File: config.mk
export PLATFORM = sky130hd
export DESIGN_NAME = cpu8_opcode_decoder
export DESIGN_NICKNAME = d
export VERILOG_FILES = /design/src/design/cpu8_dec_pkg.sv /design/src/design/cond_eval.sv /design/src/design/cpu8_opcode_decoder.sv /design/src/design/reg_field_decode.sv
export SDC_FILE = /design/constraint.sdc
export NUM_CORES = 1
export LEC_CHECK = 0
export ABC_AREA = 1
export BUFFER_PORTS_ARGS = -buffer_cell sky130_fd_sc_hd__buf_2
export CAP_MARGIN = 15
export CELL_PAD_IN_SITES_DETAIL_PLACEMENT = 0
export CELL_PAD_IN_SITES_GLOBAL_PLACEMENT = 2
export CORE_AREA = 2 2 99 101
export CTS_CLUSTER_DIAMETER = 120
export CTS_CLUSTER_SIZE = 25
export DETAILED_ROUTE_END_ITERATION = 16
export DIE_AREA = 0 0 101 103
export PLACE_DENSITY_LB_ADDON = 0.1
export SYNTH_ARGS = -nofsm -noshare
export SYNTH_HDL_FRONTEND = slang
export SYNTH_SLANG_ARGS = --single-unit
File: constraint.sdc
create_clock -name clk_i -period 2.13 [get_ports clk_i]
set_clock_uncertainty 0.1 [all_clocks]
set_input_delay 0.1065 -clock clk_i [delete_from_list [all_inputs] [get_ports clk_i]]
set_output_delay 0.1065 -clock clk_i [all_outputs]
set_load 0.02 [all_outputs]
File: src/design/cpu8_dec_pkg.sv
// Shared constants for the 8-bit opcode decoder: opcode patterns,
// operand field codes, cycle counts, instruction classes and states.
// Assumes every user refers to items as cpu8_dec_pkg::name.
package cpu8_dec_pkg;

	// Opcode patterns, wildcards mark operand fields
	localparam logic [7:0] OP_CALL       = 8'hcd;
	localparam logic [7:0] OP_CALL_COND  = 8'b11???100;
	localparam logic [7:0] OP_RET        = 8'hc9;
	localparam logic [7:0] OP_RET_COND   = 8'b11???000;
	localparam logic [7:0] OP_RESTART    = 8'b11???111;
	localparam logic [7:0] OP_PORT_IN    = 8'hdb;
	localparam logic [7:0] OP_PORT_OUT   = 8'hd3;
	localparam logic [7:0] OP_INC_REG    = 8'b00???100;
	localparam logic [7:0] OP_DEC_REG    = 8'b00???101;
	localparam logic [7:0] OP_INC_PAIR   = 8'b00??0011;
	localparam logic [7:0] OP_DEC_PAIR   = 8'b00??1011;
	localparam logic [7:0] OP_DOUBLE_ADD = 8'b00??1001;
	localparam logic [7:0] OP_ALU_REG    = 8'b10??????;
	localparam logic [7:0] OP_ALU_IMM    = 8'b11???110;
	localparam logic [7:0] OP_ROTATE     = 8'b000??111;
	localparam logic [7:0] OP_SPECIAL    = 8'b001??111;
	localparam logic [7:0] OP_IRQ_EN     = 8'hfb;
	localparam logic [7:0] OP_IRQ_DIS    = 8'hf3;
	localparam logic [7:0] OP_NO_OP      = 8'h00;
	localparam logic [7:0] OP_HALT       = 8'h76;
	localparam logic [7:0] OP_READ_MASK  = 8'h20;
	localparam logic [7:0] OP_SET_MASK   = 8'h30;

	// Register field codes
	localparam logic [2:0] REG_B   = 3'h0;
	localparam logic [2:0] REG_C   = 3'h1;
	localparam logic [2:0] REG_D   = 3'h2;
	localparam logic [2:0] REG_E   = 3'h3;
	localparam logic [2:0] REG_H   = 3'h4;
	localparam logic [2:0] REG_L   = 3'h5;
	localparam logic [2:0] REG_MEM = 3'h6;
	localparam logic [2:0] REG_ACC = 3'h7;

	// Condition field codes
	localparam logic [2:0] COND_NOT_ZERO  = 3'h0;
	localparam logic [2:0] COND_ZERO      = 3'h1;
	localparam logic [2:0] COND_NO_CARRY  = 3'h2;
	localparam logic [2:0] COND_CARRY     = 3'h3;
	localparam logic [2:0] COND_PAR_ODD   = 3'h4;
	localparam logic [2:0] COND_PAR_EVEN  = 3'h5;
	localparam logic [2:0] COND_POSITIVE  = 3'h6;
	localparam logic [2:0] COND_MINUS     = 3'h7;

	// Clock-cycle counts per instruction form
	localparam int          CYC_W          = 5;
	localparam logic [4:0] CYC_CALL       = 5'h12; // 18
	localparam logic [4:0] CYC_CALL_SKIP  = 5'h09;
	localparam logic [4:0] CYC_RET        = 5'h0a; // 10
	localparam logic [4:0] CYC_RET_SKIP   = 5'h06;
	localparam logic [4:0] CYC_RET_TAKEN  = 5'h0c; // 12
	localparam logic [4:0] CYC_RESTART    = 5'h0c;
	localparam logic [4:0] CYC_PORT       = 5'h0a;
	localparam logic [4:0] CYC_INCDEC_REG = 5'h04;
	localparam logic [4:0] CYC_INCDEC_MEM = 5'h0a;
	localparam logic [4:0] CYC_PAIR       = 5'h06;
	localparam logic [4:0] CYC_ALU_REG    = 5'h04;
	localparam logic [4:0] CYC_ALU_MEM    = 5'h07;
	localparam logic [4:0] CYC_DOUBLE_ADD = 5'h0a;
	localparam logic [4:0] CYC_SHORT      = 5'h04;
	localparam logic [4:0] CYC_HALT       = 5'h05;
	localparam logic [4:0] CYC_NONE       = 5'h00;

	// Operand byte counts after the opcode
	localparam logic [1:0] BYTES_NONE = 2'h0;
	localparam logic [1:0] BYTES_ONE  = 2'h1;
	localparam logic [1:0] BYTES_TWO  = 2'h2;

	// Instruction classes reported to the sequencer
	typedef enum logic [4:0] {
		CLS_UNSUPPORTED = 5'h00,
		CLS_CALL        = 5'h01,
		CLS_CALL_COND   = 5'h02,
		CLS_RET         = 5'h03,
		CLS_RET_COND    = 5'h04,
		CLS_RESTART     = 5'h05,
		CLS_PORT_IN     = 5'h06,
		CLS_PORT_OUT    = 5'h07,
		CLS_INC_REG     = 5'h08,
		CLS_DEC_REG     = 5'h09,
		CLS_INC_PAIR    = 5'h0a,
		CLS_DEC_PAIR    = 5'h0b,
		CLS_ALU         = 5'h0c,
		CLS_DOUBLE_ADD  = 5'h0d,
		CLS_ROTATE      = 5'h0e,
		CLS_SPECIAL     = 5'h0f,
		CLS_IRQ_EN      = 5'h10,
		CLS_IRQ_DIS     = 5'h11,
		CLS_NO_OP       = 5'h12,
		CLS_HALT        = 5'h13,
		CLS_READ_MASK   = 5'h14,
		CLS_SET_MASK    = 5'h15
	} class_t;

	// Decoder sequencing states, one-hot
	typedef enum logic [2:0] {
		ST_IDLE = 3'b001,
		ST_EXEC = 3'b010,
		ST_HALT = 3'b100
	} state_t;

	// Flag state after reset
	localparam logic IRQ_EN_RESET = 1'b0;

endpackage

File: src/design/cond_eval.sv
// Condition test for conditional call and return.
// Assumes flags come from logic on the same clock, parity flag high = even.
`timescale 1ns/100ps
module cond_eval (
	input  wire logic [2:0] cond_i,
	input  wire logic       flag_zero_i,
	input  wire logic       flag_carry_i,
	input  wire logic       flag_parity_i,
	input  wire logic       flag_sign_i,
	output logic            met_o
);
	logic flag_sel;

	// Pick the flag by the upper bits, low bit says true or false sense
	always_comb begin
		case (cond_i[2:1])
			2'h0:    flag_sel = flag_zero_i;
			2'h1:    flag_sel = flag_carry_i;
			2'h2:    flag_sel = flag_parity_i;
			default: flag_sel = flag_sign_i;
		endcase
		met_o = cond_i[0] ? flag_sel : ~flag_sel;
	end
endmodule

File: src/design/cpu8_opcode_decoder.sv
// Opcode decoder for the call, return, restart, port, increment/decrement,
// arithmetic, logical, rotate, special and control groups of an 8-bit CPU.
// Assumes opcode, strobe and flags come from fetch logic on clk_i.
`timescale 1ns/100ps
module cpu8_opcode_decoder (
	input  wire logic                 clk_i,
	input  wire logic                 rstn_i,
	input  wire logic [7:0]           opcode_i,
	input  wire logic                 opcode_valid_i,
	input  wire logic                 flag_zero_i,
	input  wire logic                 flag_carry_i,
	input  wire logic                 flag_parity_i,
	input  wire logic                 flag_sign_i,
	input  wire logic                 wake_i,
	output logic                      ready_o,
	output logic                      decode_valid_o,
	output cpu8_dec_pkg::class_t      class_o,
	output logic      [2:0]           alu_op_o,
	output logic      [7:0]           dest_sel_o,
	output logic      [7:0]           src_sel_o,
	output logic      [1:0]           pair_o,
	output logic      [2:0]           cond_o,
	output logic                      cond_met_o,
	output logic      [2:0]           vector_o,
	output logic      [1:0]           operand_bytes_o,
	output logic                      mem_access_o,
	output logic      [4:0]           cycles_o,
	output logic                      irq_enable_o,
	output logic                      halted_o
);
	// All state of the decoder
	typedef struct packed {
		cpu8_dec_pkg::state_t state;
		logic [4:0]           cnt;
		cpu8_dec_pkg::class_t cls;
		logic [2:0]           alu_op;
		logic [7:0]           dest_sel;
		logic [7:0]           src_sel;
		logic [1:0]           pair;
		logic [2:0]           cond;
		logic                 met;
		logic [2:0]           vector;
		logic [1:0]           bytes;
		logic                 mem;
		logic [4:0]           cycles;
		logic                 valid;
		logic                 irq_en;
	} dec_state_t;

	localparam dec_state_t RESET_STATE = '{
		state:    cpu8_dec_pkg::ST_IDLE,
		cnt:      cpu8_dec_pkg::CYC_NONE,
		cls:      cpu8_dec_pkg::CLS_UNSUPPORTED,
		alu_op:   3'h0,
		dest_sel: 8'h00,
		src_sel:  8'h00,
		pair:     2'h0,
		cond:     3'h0,
		met:      1'b0,
		vector:   3'h0,
		bytes:    cpu8_dec_pkg::BYTES_NONE,
		mem:      1'b0,
		cycles:   cpu8_dec_pkg::CYC_NONE,
		valid:    1'b0,
		irq_en:   cpu8_dec_pkg::IRQ_EN_RESET
	};

	dec_state_t cur_ff;
	dec_state_t nxt_cur;

	logic       take;
	logic       cond_met;
	logic [7:0] dest_onehot;
	logic [7:0] src_onehot;
	logic       dest_is_mem;
	logic       src_is_mem;

	// flag check
	// Condition sits in bits 5..3 for both call and return
	cond_eval u_cond (
		.cond_i        (opcode_i[5:3]),
		.flag_zero_i   (flag_zero_i),
		.flag_carry_i  (flag_carry_i),
		.flag_parity_i (flag_parity_i),
		.flag_sign_i   (flag_sign_i),
		.met_o         (cond_met)
	);

	// field encoding
	// Destination field in bits 5..3, source field in bits 2..0
	reg_field_decode #(
		.NUM_REGS (8)
	) u_dest (
		.field_i  (opcode_i[5:3]),
		.sel_o    (dest_onehot),
		.is_mem_o (dest_is_mem)
	);

	reg_field_decode #(
		.NUM_REGS (8)
	) u_src (
		.field_i  (opcode_i[2:0]),
		.sel_o    (src_onehot),
		.is_mem_o (src_is_mem)
	);

	// A new opcode is accepted only while idle
	assign take = opcode_valid_i && (cur_ff.state == cpu8_dec_pkg::ST_IDLE);

	// Next-state logic: decode on take, then hold busy for the cycle count
	always_comb begin
		nxt_cur       = cur_ff;
		nxt_cur.valid = 1'b0;
		case (cur_ff.state)
			cpu8_dec_pkg::ST_IDLE: begin
				if (take) begin
					nxt_cur.valid    = 1'b1;
					nxt_cur.cls      = cpu8_dec_pkg::CLS_UNSUPPORTED;
					nxt_cur.alu_op   = opcode_i[5:3];
					nxt_cur.dest_sel = 8'h00;
					nxt_cur.src_sel  = 8'h00;
					nxt_cur.pair     = opcode_i[5:4];
					nxt_cur.cond     = opcode_i[5:3];
					nxt_cur.met      = 1'b1;
					nxt_cur.vector   = opcode_i[5:3];
					nxt_cur.bytes    = cpu8_dec_pkg::BYTES_NONE;
					nxt_cur.mem      = 1'b0;
					nxt_cur.cycles   = cpu8_dec_pkg::CYC_NONE;
					// Exact opcodes first, field patterns after
					casez (opcode_i)
						cpu8_dec_pkg::OP_CALL: begin
							nxt_cur.cls    = cpu8_dec_pkg::CLS_CALL;
							nxt_cur.bytes  = cpu8_dec_pkg::BYTES_TWO;
							nxt_cur.mem    = 1'b1;
							nxt_cur.cycles = cpu8_dec_pkg::CYC_CALL;
						end
						cpu8_dec_pkg::OP_RET: begin
							nxt_cur.cls    = cpu8_dec_pkg::CLS_RET;
							nxt_cur.mem    = 1'b1;
							nxt_cur.cycles = cpu8_dec_pkg::CYC_RET;
						end
						cpu8_dec_pkg::OP_PORT_IN: begin
							nxt_cur.cls    = cpu8_dec_pkg::CLS_PORT_IN;
							nxt_cur.bytes  = cpu8_dec_pkg::BYTES_ONE;
							nxt_cur.cycles = cpu8_dec_pkg::CYC_PORT;
						end
						cpu8_dec_pkg::OP_PORT_OUT: begin
							nxt_cur.cls    = cpu8_dec_pkg::CLS_PORT_OUT;
							nxt_cur.bytes  = cpu8_dec_pkg::BYTES_ONE;
							nxt_cur.cycles = cpu8_dec_pkg::CYC_PORT;
						end
						cpu8_dec_pkg::OP_IRQ_EN: begin
							nxt_cur.cls    = cpu8_dec_pkg::CLS_IRQ_EN;
							nxt_cur.irq_en = 1'b1;
							nxt_cur.cycles = cpu8_dec_pkg::CYC_SHORT;
						end
						cpu8_dec_pkg::OP_IRQ_DIS: begin
							nxt_cur.cls    = cpu8_dec_pkg::CLS_IRQ_DIS;
							nxt_cur.irq_en = 1'b0;
							nxt_cur.cycles = cpu8_dec_pkg::CYC_SHORT;
						end
						cpu8_dec_pkg::OP_NO_OP: begin
							nxt_cur.cls    = cpu8_dec_pkg::CLS_NO_OP;
							nxt_cur.cycles = cpu8_dec_pkg::CYC_SHORT;
						end
						cpu8_dec_pkg::OP_HALT: begin
							nxt_cur.cls    = cpu8_dec_pkg::CLS_HALT;
							nxt_cur.cycles = cpu8_dec_pkg::CYC_HALT;
						end
						cpu8_dec_pkg::OP_READ_MASK: begin
							nxt_cur.cls    = cpu8_dec_pkg::CLS_READ_MASK;
							nxt_cur.cycles = cpu8_dec_pkg::CYC_SHORT;
						end
						cpu8_dec_pkg::OP_SET_MASK: begin
							nxt_cur.cls    = cpu8_dec_pkg::CLS_SET_MASK;
							nxt_cur.cycles = cpu8_dec_pkg::CYC_SHORT;
						end
						cpu8_dec_pkg::OP_CALL_COND: begin
							nxt_cur.cls    = cpu8_dec_pkg::CLS_CALL_COND;
							nxt_cur.bytes  = cpu8_dec_pkg::BYTES_TWO;
							nxt_cur.met    = cond_met;
							nxt_cur.mem    = cond_met;
							nxt_cur.cycles = cond_met ? cpu8_dec_pkg::CYC_CALL
								: cpu8_dec_pkg::CYC_CALL_SKIP;
						end
						cpu8_dec_pkg::OP_RET_COND: begin
							nxt_cur.cls    = cpu8_dec_pkg::CLS_RET_COND;
							nxt_cur.met    = cond_met;
							nxt_cur.mem    = cond_met;
							nxt_cur.cycles = cond_met ? cpu8_dec_pkg::CYC_RET_TAKEN
								: cpu8_dec_pkg::CYC_RET_SKIP;
						end
						// restart to vector in bits 5..3
						cpu8_dec_pkg::OP_RESTART: begin
							nxt_cur.cls    = cpu8_dec_pkg::CLS_RESTART;
							nxt_cur.mem    = 1'b1;
							nxt_cur.cycles = cpu8_dec_pkg::CYC_RESTART;
						end
						cpu8_dec_pkg::OP_ALU_IMM: begin
							nxt_cur.cls     = cpu8_dec_pkg::CLS_ALU;
							nxt_cur.bytes   = cpu8_dec_pkg::BYTES_ONE;
							nxt_cur.dest_sel = 8'h80;
							nxt_cur.cycles  = cpu8_dec_pkg::CYC_ALU_MEM;
						end
						cpu8_dec_pkg::OP_INC_REG: begin
							nxt_cur.cls      = cpu8_dec_pkg::CLS_INC_REG;
							nxt_cur.dest_sel = dest_onehot;
							nxt_cur.mem      = dest_is_mem;
							nxt_cur.cycles   = dest_is_mem ? cpu8_dec_pkg::CYC_INCDEC_MEM
								: cpu8_dec_pkg::CYC_INCDEC_REG;
						end
						cpu8_dec_pkg::OP_DEC_REG: begin
							nxt_cur.cls      = cpu8_dec_pkg::CLS_DEC_REG;
							nxt_cur.dest_sel = dest_onehot;
							nxt_cur.mem      = dest_is_mem;
							nxt_cur.cycles   = dest_is_mem ? cpu8_dec_pkg::CYC_INCDEC_MEM
								: cpu8_dec_pkg::CYC_INCDEC_REG;
						end
						cpu8_dec_pkg::OP_INC_PAIR: begin
							nxt_cur.cls    = cpu8_dec_pkg::CLS_INC_PAIR;
							nxt_cur.cycles = cpu8_dec_pkg::CYC_PAIR;
						end
						cpu8_dec_pkg::OP_DEC_PAIR: begin
							nxt_cur.cls    = cpu8_dec_pkg::CLS_DEC_PAIR;
							nxt_cur.cycles = cpu8_dec_pkg::CYC_PAIR;
						end
						// pair added into the address pair
						cpu8_dec_pkg::OP_DOUBLE_ADD: begin
							nxt_cur.cls    = cpu8_dec_pkg::CLS_DOUBLE_ADD;
							nxt_cur.cycles = cpu8_dec_pkg::CYC_DOUBLE_ADD;
						end
						cpu8_dec_pkg::OP_ROTATE: begin
							nxt_cur.cls      = cpu8_dec_pkg::CLS_ROTATE;
							nxt_cur.dest_sel = 8'h80;
							nxt_cur.cycles   = cpu8_dec_pkg::CYC_SHORT;
						end
						cpu8_dec_pkg::OP_SPECIAL: begin
							nxt_cur.cls    = cpu8_dec_pkg::CLS_SPECIAL;
							nxt_cur.cycles = cpu8_dec_pkg::CYC_SHORT;
						end
						// arithmetic and logical forms from register or memory
						cpu8_dec_pkg::OP_ALU_REG: begin
							nxt_cur.cls      = cpu8_dec_pkg::CLS_ALU;
							nxt_cur.dest_sel = 8'h80;
							nxt_cur.src_sel  = src_onehot;
							nxt_cur.mem      = src_is_mem;
							nxt_cur.cycles   = src_is_mem ? cpu8_dec_pkg::CYC_ALU_MEM
								: cpu8_dec_pkg::CYC_ALU_REG;
						end
						default: begin
							nxt_cur.cls = cpu8_dec_pkg::CLS_UNSUPPORTED;
						end
					endcase
					// Halt parks the decoder; other counts above one hold it busy
					if (opcode_i == cpu8_dec_pkg::OP_HALT) begin
						nxt_cur.state = cpu8_dec_pkg::ST_HALT;
					end else if (nxt_cur.cycles > 5'h01) begin
						nxt_cur.state = cpu8_dec_pkg::ST_EXEC;
						nxt_cur.cnt   = nxt_cur.cycles - 5'h01;
					end
				end
			end
			cpu8_dec_pkg::ST_EXEC: begin
				nxt_cur.cnt = cur_ff.cnt - 5'h01;
				if (cur_ff.cnt == 5'h01)
					nxt_cur.state = cpu8_dec_pkg::ST_IDLE;
			end
			cpu8_dec_pkg::ST_HALT: begin
				if (wake_i)
					nxt_cur.state = cpu8_dec_pkg::ST_IDLE;
			end
			default: begin
				nxt_cur.state = cpu8_dec_pkg::ST_IDLE;
			end
		endcase
	end

	// State register
	always_ff @(posedge clk_i or negedge rstn_i) begin
		if (!rstn_i)
			cur_ff <= RESET_STATE;
		else
			cur_ff <= nxt_cur;
	end

	// Outputs straight from the state register
	assign ready_o         = (cur_ff.state == cpu8_dec_pkg::ST_IDLE);
	assign decode_valid_o  = cur_ff.valid;
	assign class_o         = cur_ff.cls;
	assign alu_op_o        = cur_ff.alu_op;
	assign dest_sel_o      = cur_ff.dest_sel;
	assign src_sel_o       = cur_ff.src_sel;
	assign pair_o          = cur_ff.pair;
	assign cond_o          = cur_ff.cond;
	assign cond_met_o      = cur_ff.met;
	assign vector_o        = cur_ff.vector;
	assign operand_bytes_o = cur_ff.bytes;
	assign mem_access_o    = cur_ff.mem;
	assign cycles_o        = cur_ff.cycles;
	assign irq_enable_o    = cur_ff.irq_en;
	assign halted_o        = (cur_ff.state == cpu8_dec_pkg::ST_HALT);
endmodule

File: src/design/reg_field_decode.sv
// Turns a three-bit register operand field into a one-hot register select.
// Assumes the field is taken straight from the opcode byte.
`timescale 1ns/100ps
module reg_field_decode #(
	parameter int NUM_REGS = 8
) (
	input  wire logic [2:0]          field_i,
	output logic      [NUM_REGS-1:0] sel_o,
	output logic                     is_mem_o
);
	// Elaboration check: the field is three bits wide, so eight codes exactly
	if (NUM_REGS != 8) begin : g_bad_count
		$error("reg_field_decode needs exactly eight register codes");
	end

	// One select line per register code
	for (genvar i = 0; i < NUM_REGS; i++) begin : g_sel
		assign sel_o[i] = (field_i == 3'(i));
	end

	// Memory through the address pair
	assign is_mem_o = (field_i == cpu8_dec_pkg::REG_MEM);
endmodule

### After elaboration in Yosys (flattened, before gate mapping)

Cells that the tools add are included.

* register bits: 45
* bits in latches: 0
* RAM bits: 0
* memory bits (read-only): 0
* bits of input ports: 16
* output and inout bits: 45
* word-level logic and storage cells: 110
* memories kept: 0

* $add $sub $neg: 2
* $mul: 0
* divide/modulo/power cells: 0
* $lt $le $gt $ge: 1
* eq/ne operators: 47
* shift-type cells: 0
* multiplexer cells: 25
* bitwise operators: 1
* reduce and logical (&&, ||, !) cells: 21

Operators with widths (number)
* 5-bit one-hot mux with 21 select lines: 1
* 5-bit one-hot mux with 11 select lines: 1
* 51-bit 2-to-1 mux: 1
* 8-bit equality test, second input constant: 6
* 3-bit equality test, second input constant: 9
* 5-bit equality test, second input constant: 4
* 5-bit 2-to-1 mux: 4
* 6-bit by 4-bit equality test with 1-bit output, second input constant: 3
* 8-bit by 6-bit equality test with 1-bit output, second input constant: 2
* 8-bit 2-to-1 mux: 2
* 8-bit one-hot mux with 2 select lines: 1
* 3-bit by 2-bit equality test with 1-bit output, second input constant: 5
* 5-bit by 3-bit equality test with 1-bit output, second input constant: 2
* 5-bit one-hot mux with 2 select lines: 1
* 2-bit OR reduction: 5
* 5-bit by 1-bit subtractor with 5-bit output, second input constant: 2
* 3-bit by 1-bit equality test with 1-bit output, second input constant: 3
* 3-bit 2-to-1 mux: 3
* 3-bit one-hot mux with 3 select lines: 1
* 3-bit OR reduction: 3
* 8-bit by 7-bit equality test with 1-bit output, second input constant: 1
* 8-bit logical NOT: 1
* 4-bit 2-to-1 mux: 2
* 4-bit AND reduction: 2
* 24 further kinds: 32

### Longest topological paths before layout

* depth in word-level cells: 13
* mapped depth: 20
* depth with buffers taken out: 19

### Modules after synthesis

Synthesis repeated with hierarchy kept, for this count alone.

* cell total of the unflattened synthesis: 415
* area total of the unflattened synthesis: 2972.9 um^2

Modules (own cells, without submodules)
* cpu8_opcode_decoder: instances 1, cells each 370, area each 2787.7 um^2, seq. area each 1077.3 um^2
* reg_field_decode: instances 2, cells each 16, area each 63.8 um^2, seq. area each 0.0 um^2
* cond_eval: instances 1, cells each 13, area each 57.6 um^2, seq. area each 0.0 um^2

### Worst setup path before layout

Ideal clock, no wire load.

* path kind: register -> register
* start: register cur_ff[48] in the netlist's numbering
* end: register cur_ff (netlist bit dest_sel_o[1])
* setup time: 127 ps
* arrival time: 1820 ps
* required time: 1903 ps
* setup slack: 82 ps
* cell stages (with the launch flop): 10
* path buffers: 2
* clock period less this slack: 2048 ps
* cells stage by stage: dfstp_2 inv_1 nor3_2 inv_1 nor2_2 inv_1 buf_2 clkbuf_1 nand2_1 o41ai_1

* word-level cells in the longest chain between the ends: 3

Ends and longest elaborated chain
* start: declaration: RTL line cpu8_opcode_decoder.sv:68 `dec_state_t cur_ff;`
* start signal: assignment: RTL line cpu8_opcode_decoder.sv:283 `cur_ff <= nxt_cur;`
* 3-bit by 1-bit equality test with 1-bit output *
* named net ready_o: RTL line cpu8_opcode_decoder.sv:15 `output logic ready_o,`
* 1-bit logical AND: RTL line cpu8_opcode_decoder.sv:108 `assign take = opcode_valid_i && (cur_ff.state == cpu8_dec_pkg::ST_IDLE);`
* 2-bit AND reduction (no source line) *

Mark *: on every way through the listed nets, which the timed path passes. The rest lies on a longest branch.
A chain may end at the register's enable or synchronous reset.

### Worst setup path after layout

* start: register cur_ff[48] in the netlist's numbering
* end: register cur_ff (netlist bit src_sel_o[4])

* word-level cells in the longest chain between the ends: 3

Ends and longest elaborated chain (RTL line)
* 3-bit by 1-bit equality test with 1-bit output *: cpu8_opcode_decoder.sv:108, cpu8_opcode_decoder.sv:114
* 1-bit logical AND: cpu8_opcode_decoder.sv:108
* 2-bit AND reduction (no source line) *

Every way passes the cells marked *; elsewhere a longest branch is shown, timed or not.

==> impl_metrics.json <==
{
  "setup_viol": 0,
  "r2r-start": "cur_ff[48]",
  "grt_max_degree": 38,
  "num-fill-cells": 1059,
  "tns_ns": 0,
  "end_kind": "flop",
  "die-area_sq_um": 10400,
  "nets": 446,
  "antenna_found_initial": 0,
  "hold_violations": 0,
  "min_period_ns": 1.97,
  "cp-start-kind": "flop",
  "maxSlewHeadroom_pct": 62.8,
  "synth-seq-cells": 43,
  "first_pass_iters": 4,
  "row_count": 36,
  "io_buffers": 60,
  "clock-root-buffer": "clkbuf_8",
  "drt_iter0_markers": 100,
  "post_synth_num_cell_types": 32,
  "die_y_um": 103,
  "grt_first_pass_wirelength_um": 13400,
  "ant_nets": 0,
  "worst_slew_pin_slew_ns": 0.558,
  "max_freq_mhz": 508,
  "pre_cts_ws_ns": 0.0317,
  "wl_um": 8210,
  "route.detailed.wl_per_inst_um": 15.1,
  "final_cells": 542,
  "clk_pin_slew_ns": 0.10,
  "detailroute.via_count": 2526,
  "hold_path_depth": 3,
  "grt_usage_pct": 16.7,
  "critPathArrivalTime_ns": 2.06,
  "drc": 0,
  "via_per_inst": 4.66,
  "status": "finished, final reports clean",
  "r2r_slack_ns": 0.16,
  "gp_congestion": 0.823,
  "crit_path_end": "src_sel_o[4]",
  "netlist_instances": 365,
  "synth_warnings": 0,
  "setup_ws_ns": 0.162,
  "netlist_area_sq_um": 2750,
  "startpoint": "cur_ff[48]",
  "dpl.cell_count": 531,
  "dp_hpwl_um": 6610,
  "antennaDiodeCount": 0,
  "path_class": "reg -> reg",
  "clk_latency_ns": 0.31,
  "cts_setup_buffers": 0,
  "die_x_um": 101,
  "rr_endpoint": "src_sel_o[4]",
  "cts_tree": "yes",
  "drv_cap": 0,
  "reg2reg_depth": 7,
  "utilization_pct": 35.3,
  "powerDensity_nw_per_um2": 1010,
  "first_global_vias": 2636,
  "ir_worst_vdd_mv": 0.307,
  "min_path_type": "in -> reg",
  "area_growth_pct": 21.4,
  "finalCritPeriodShare_pct": 92.4,
  "synth.avg_cell_area_sq_um": 7.53,
  "htreeDepth": 2,
  "cts_made_buffers": 5,
  "drive_gt1_share_pct": 31.5,
  "numClockSinks": 43,
  "leakage_uw": 0.00177,
  "clock_path_buffers": 2,
  "crit_fanout": 37,
  "gr-total-overflow": 0,
  "core_sq_um": 9460,
  "ys_seq_area_share_pct": 39.2,
  "rsz0062_at_grt": "no",
  "initial_core_util_pct": 29.0,
  "syn_nets": 384,
  "ios": 61,
  "critPathRequiredTime_ns": 2.23,
  "report.final.slew_viol_count": 0
}
## layout make-up
| class | count | area (sq um) | area share, % |
|---|---|---|---|
| inverter | 37 | 139 | 4.17 |
| tap | 114 | 143 | 4.28 |
| sequential | 43 | 1080 | 32.3 |
| timing repair buffer | 104 | 667 | 20.0 |
| multi-input combinational | 236 | 1190 | 35.8 |
| clock buffer | 5 | 68.8 | 2.06 |
| clock inverter | 3 | 47.5 | 1.43 |
## placed cells by master, fill, tap and decap left out, drive strengths merged, types with 5 or more instances in the layout
cell    count
o41ai       6
buf       101
dfrtp      42
a31oi      10
a21oi       5
inv        38
nand2      78
nor3        7
o31ai       5
nand4       7
nand3      29
nor2       49
o21ai      29
clkbuf      5
## metrics by stage
stage               instance area (sq um)  total power (uW)  hold slack (ns)
floorplan                            2750              2470           -0.289
global placement                     3180              2720           0.0301
detailed placement                   3180              2720           0.0271
CTS                                  3320              3430           0.0308
global route                         3330              3660           0.0603
finish                               3330              3370           0.0358
## what timing repair did
action,CTS,global route
gates resized for setup,0,2
hold buffers,3,0
endpoints found under the setup margin,0,2
endpoints found under the hold margin,23,0
## per-layer routing
| metal | wire [um] | GRT usage (%) |
|---|---|---|
| met1 | 3830 | 21.7 |
| met5 | 0 | 0 |
| met4 | 98 | 3.64 |
| met2 | 4060 | 29.3 |
| met3 | 219 | 2.58 |
## power breakdown
part / leakage (uW) / switching (uW) / internal [uW]
Combinational: 0.00115 / 975 / 519
Sequential: 0.000561 / 137 / 1050
Clock: 0.0000587 / 335 / 356
Total: 0.00177 / 1450 / 1930
## cell usage after synthesis (all sizes together)
cell type   n  area, sq um
inv        37          139
nand3b      1         7.51
nand3      29          160
nor4        1         6.26
o21ai      29          145
dfrtp      42         1050
xnor2       1         8.76
a21boi      1         7.51
a21oi       5         25.0
nand4       7         43.8
nand2      78          308
o22a        1         8.76
nor3        7         40.0
buf        46          335
nor2       49          211
o41ai       6         52.6
or2         1         8.76
o22ai       1         6.26
a31oi      10         62.6
a22oi       1         7.51
o31ai       5         37.5
dfstp       1         26.3
ha          3         37.5
clkbuf      3         11.3
## critical path, stage by stage, from the launching register on
cell,delay (ns)
dfstp_2,0.56
inv_1,0.06
nor3_2,0.17
inv_1,0.11
nor2_2,0.16
inv_1,0.16
buf_6,0.23
o41ai_1,0.30
## how the worst min path moves through the flow
| stage | from | end | slack, ns |
|---|---|---|---|
| final | opcode_i[3] | dest_sel_o[5] | 0.04 |
| after global routing | opcode_i[3] | dest_sel_o[5] | 0.06 |
| after CTS | opcode_i[3] | dest_sel_o[5] | 0.03 |
| after detailed placement | rstn_i | vector_o[0] | 0.03 |
| after global placement | rstn_i | vector_o[0] | 0.03 |
| after floorplan | rstn_i | class_o[0] | -0.29 |
## kinds of logic after synthesis
logic type,Yosys count,share of synthesized area (%)
buf+inv,86,17.7
compound gates,59,12.8
xor+xnor,1,0.319
flops,43,39.2
simple gates,173,28.6
fa+ha+maj,3,1.37
## flip-flops by register name (all words and copies together) (netlist names)
register         count
dest_sel_o           8
vector_o             1
mem_access_o         1
src_sel_o            8
class_o              5
cond_met_o           1
irq_enable_o         1
decode_valid_o       1
operand_bytes_o      2
pair_o               2
cycles_o             5
cur_ff               8
Power figures use the tool's default switching activity.
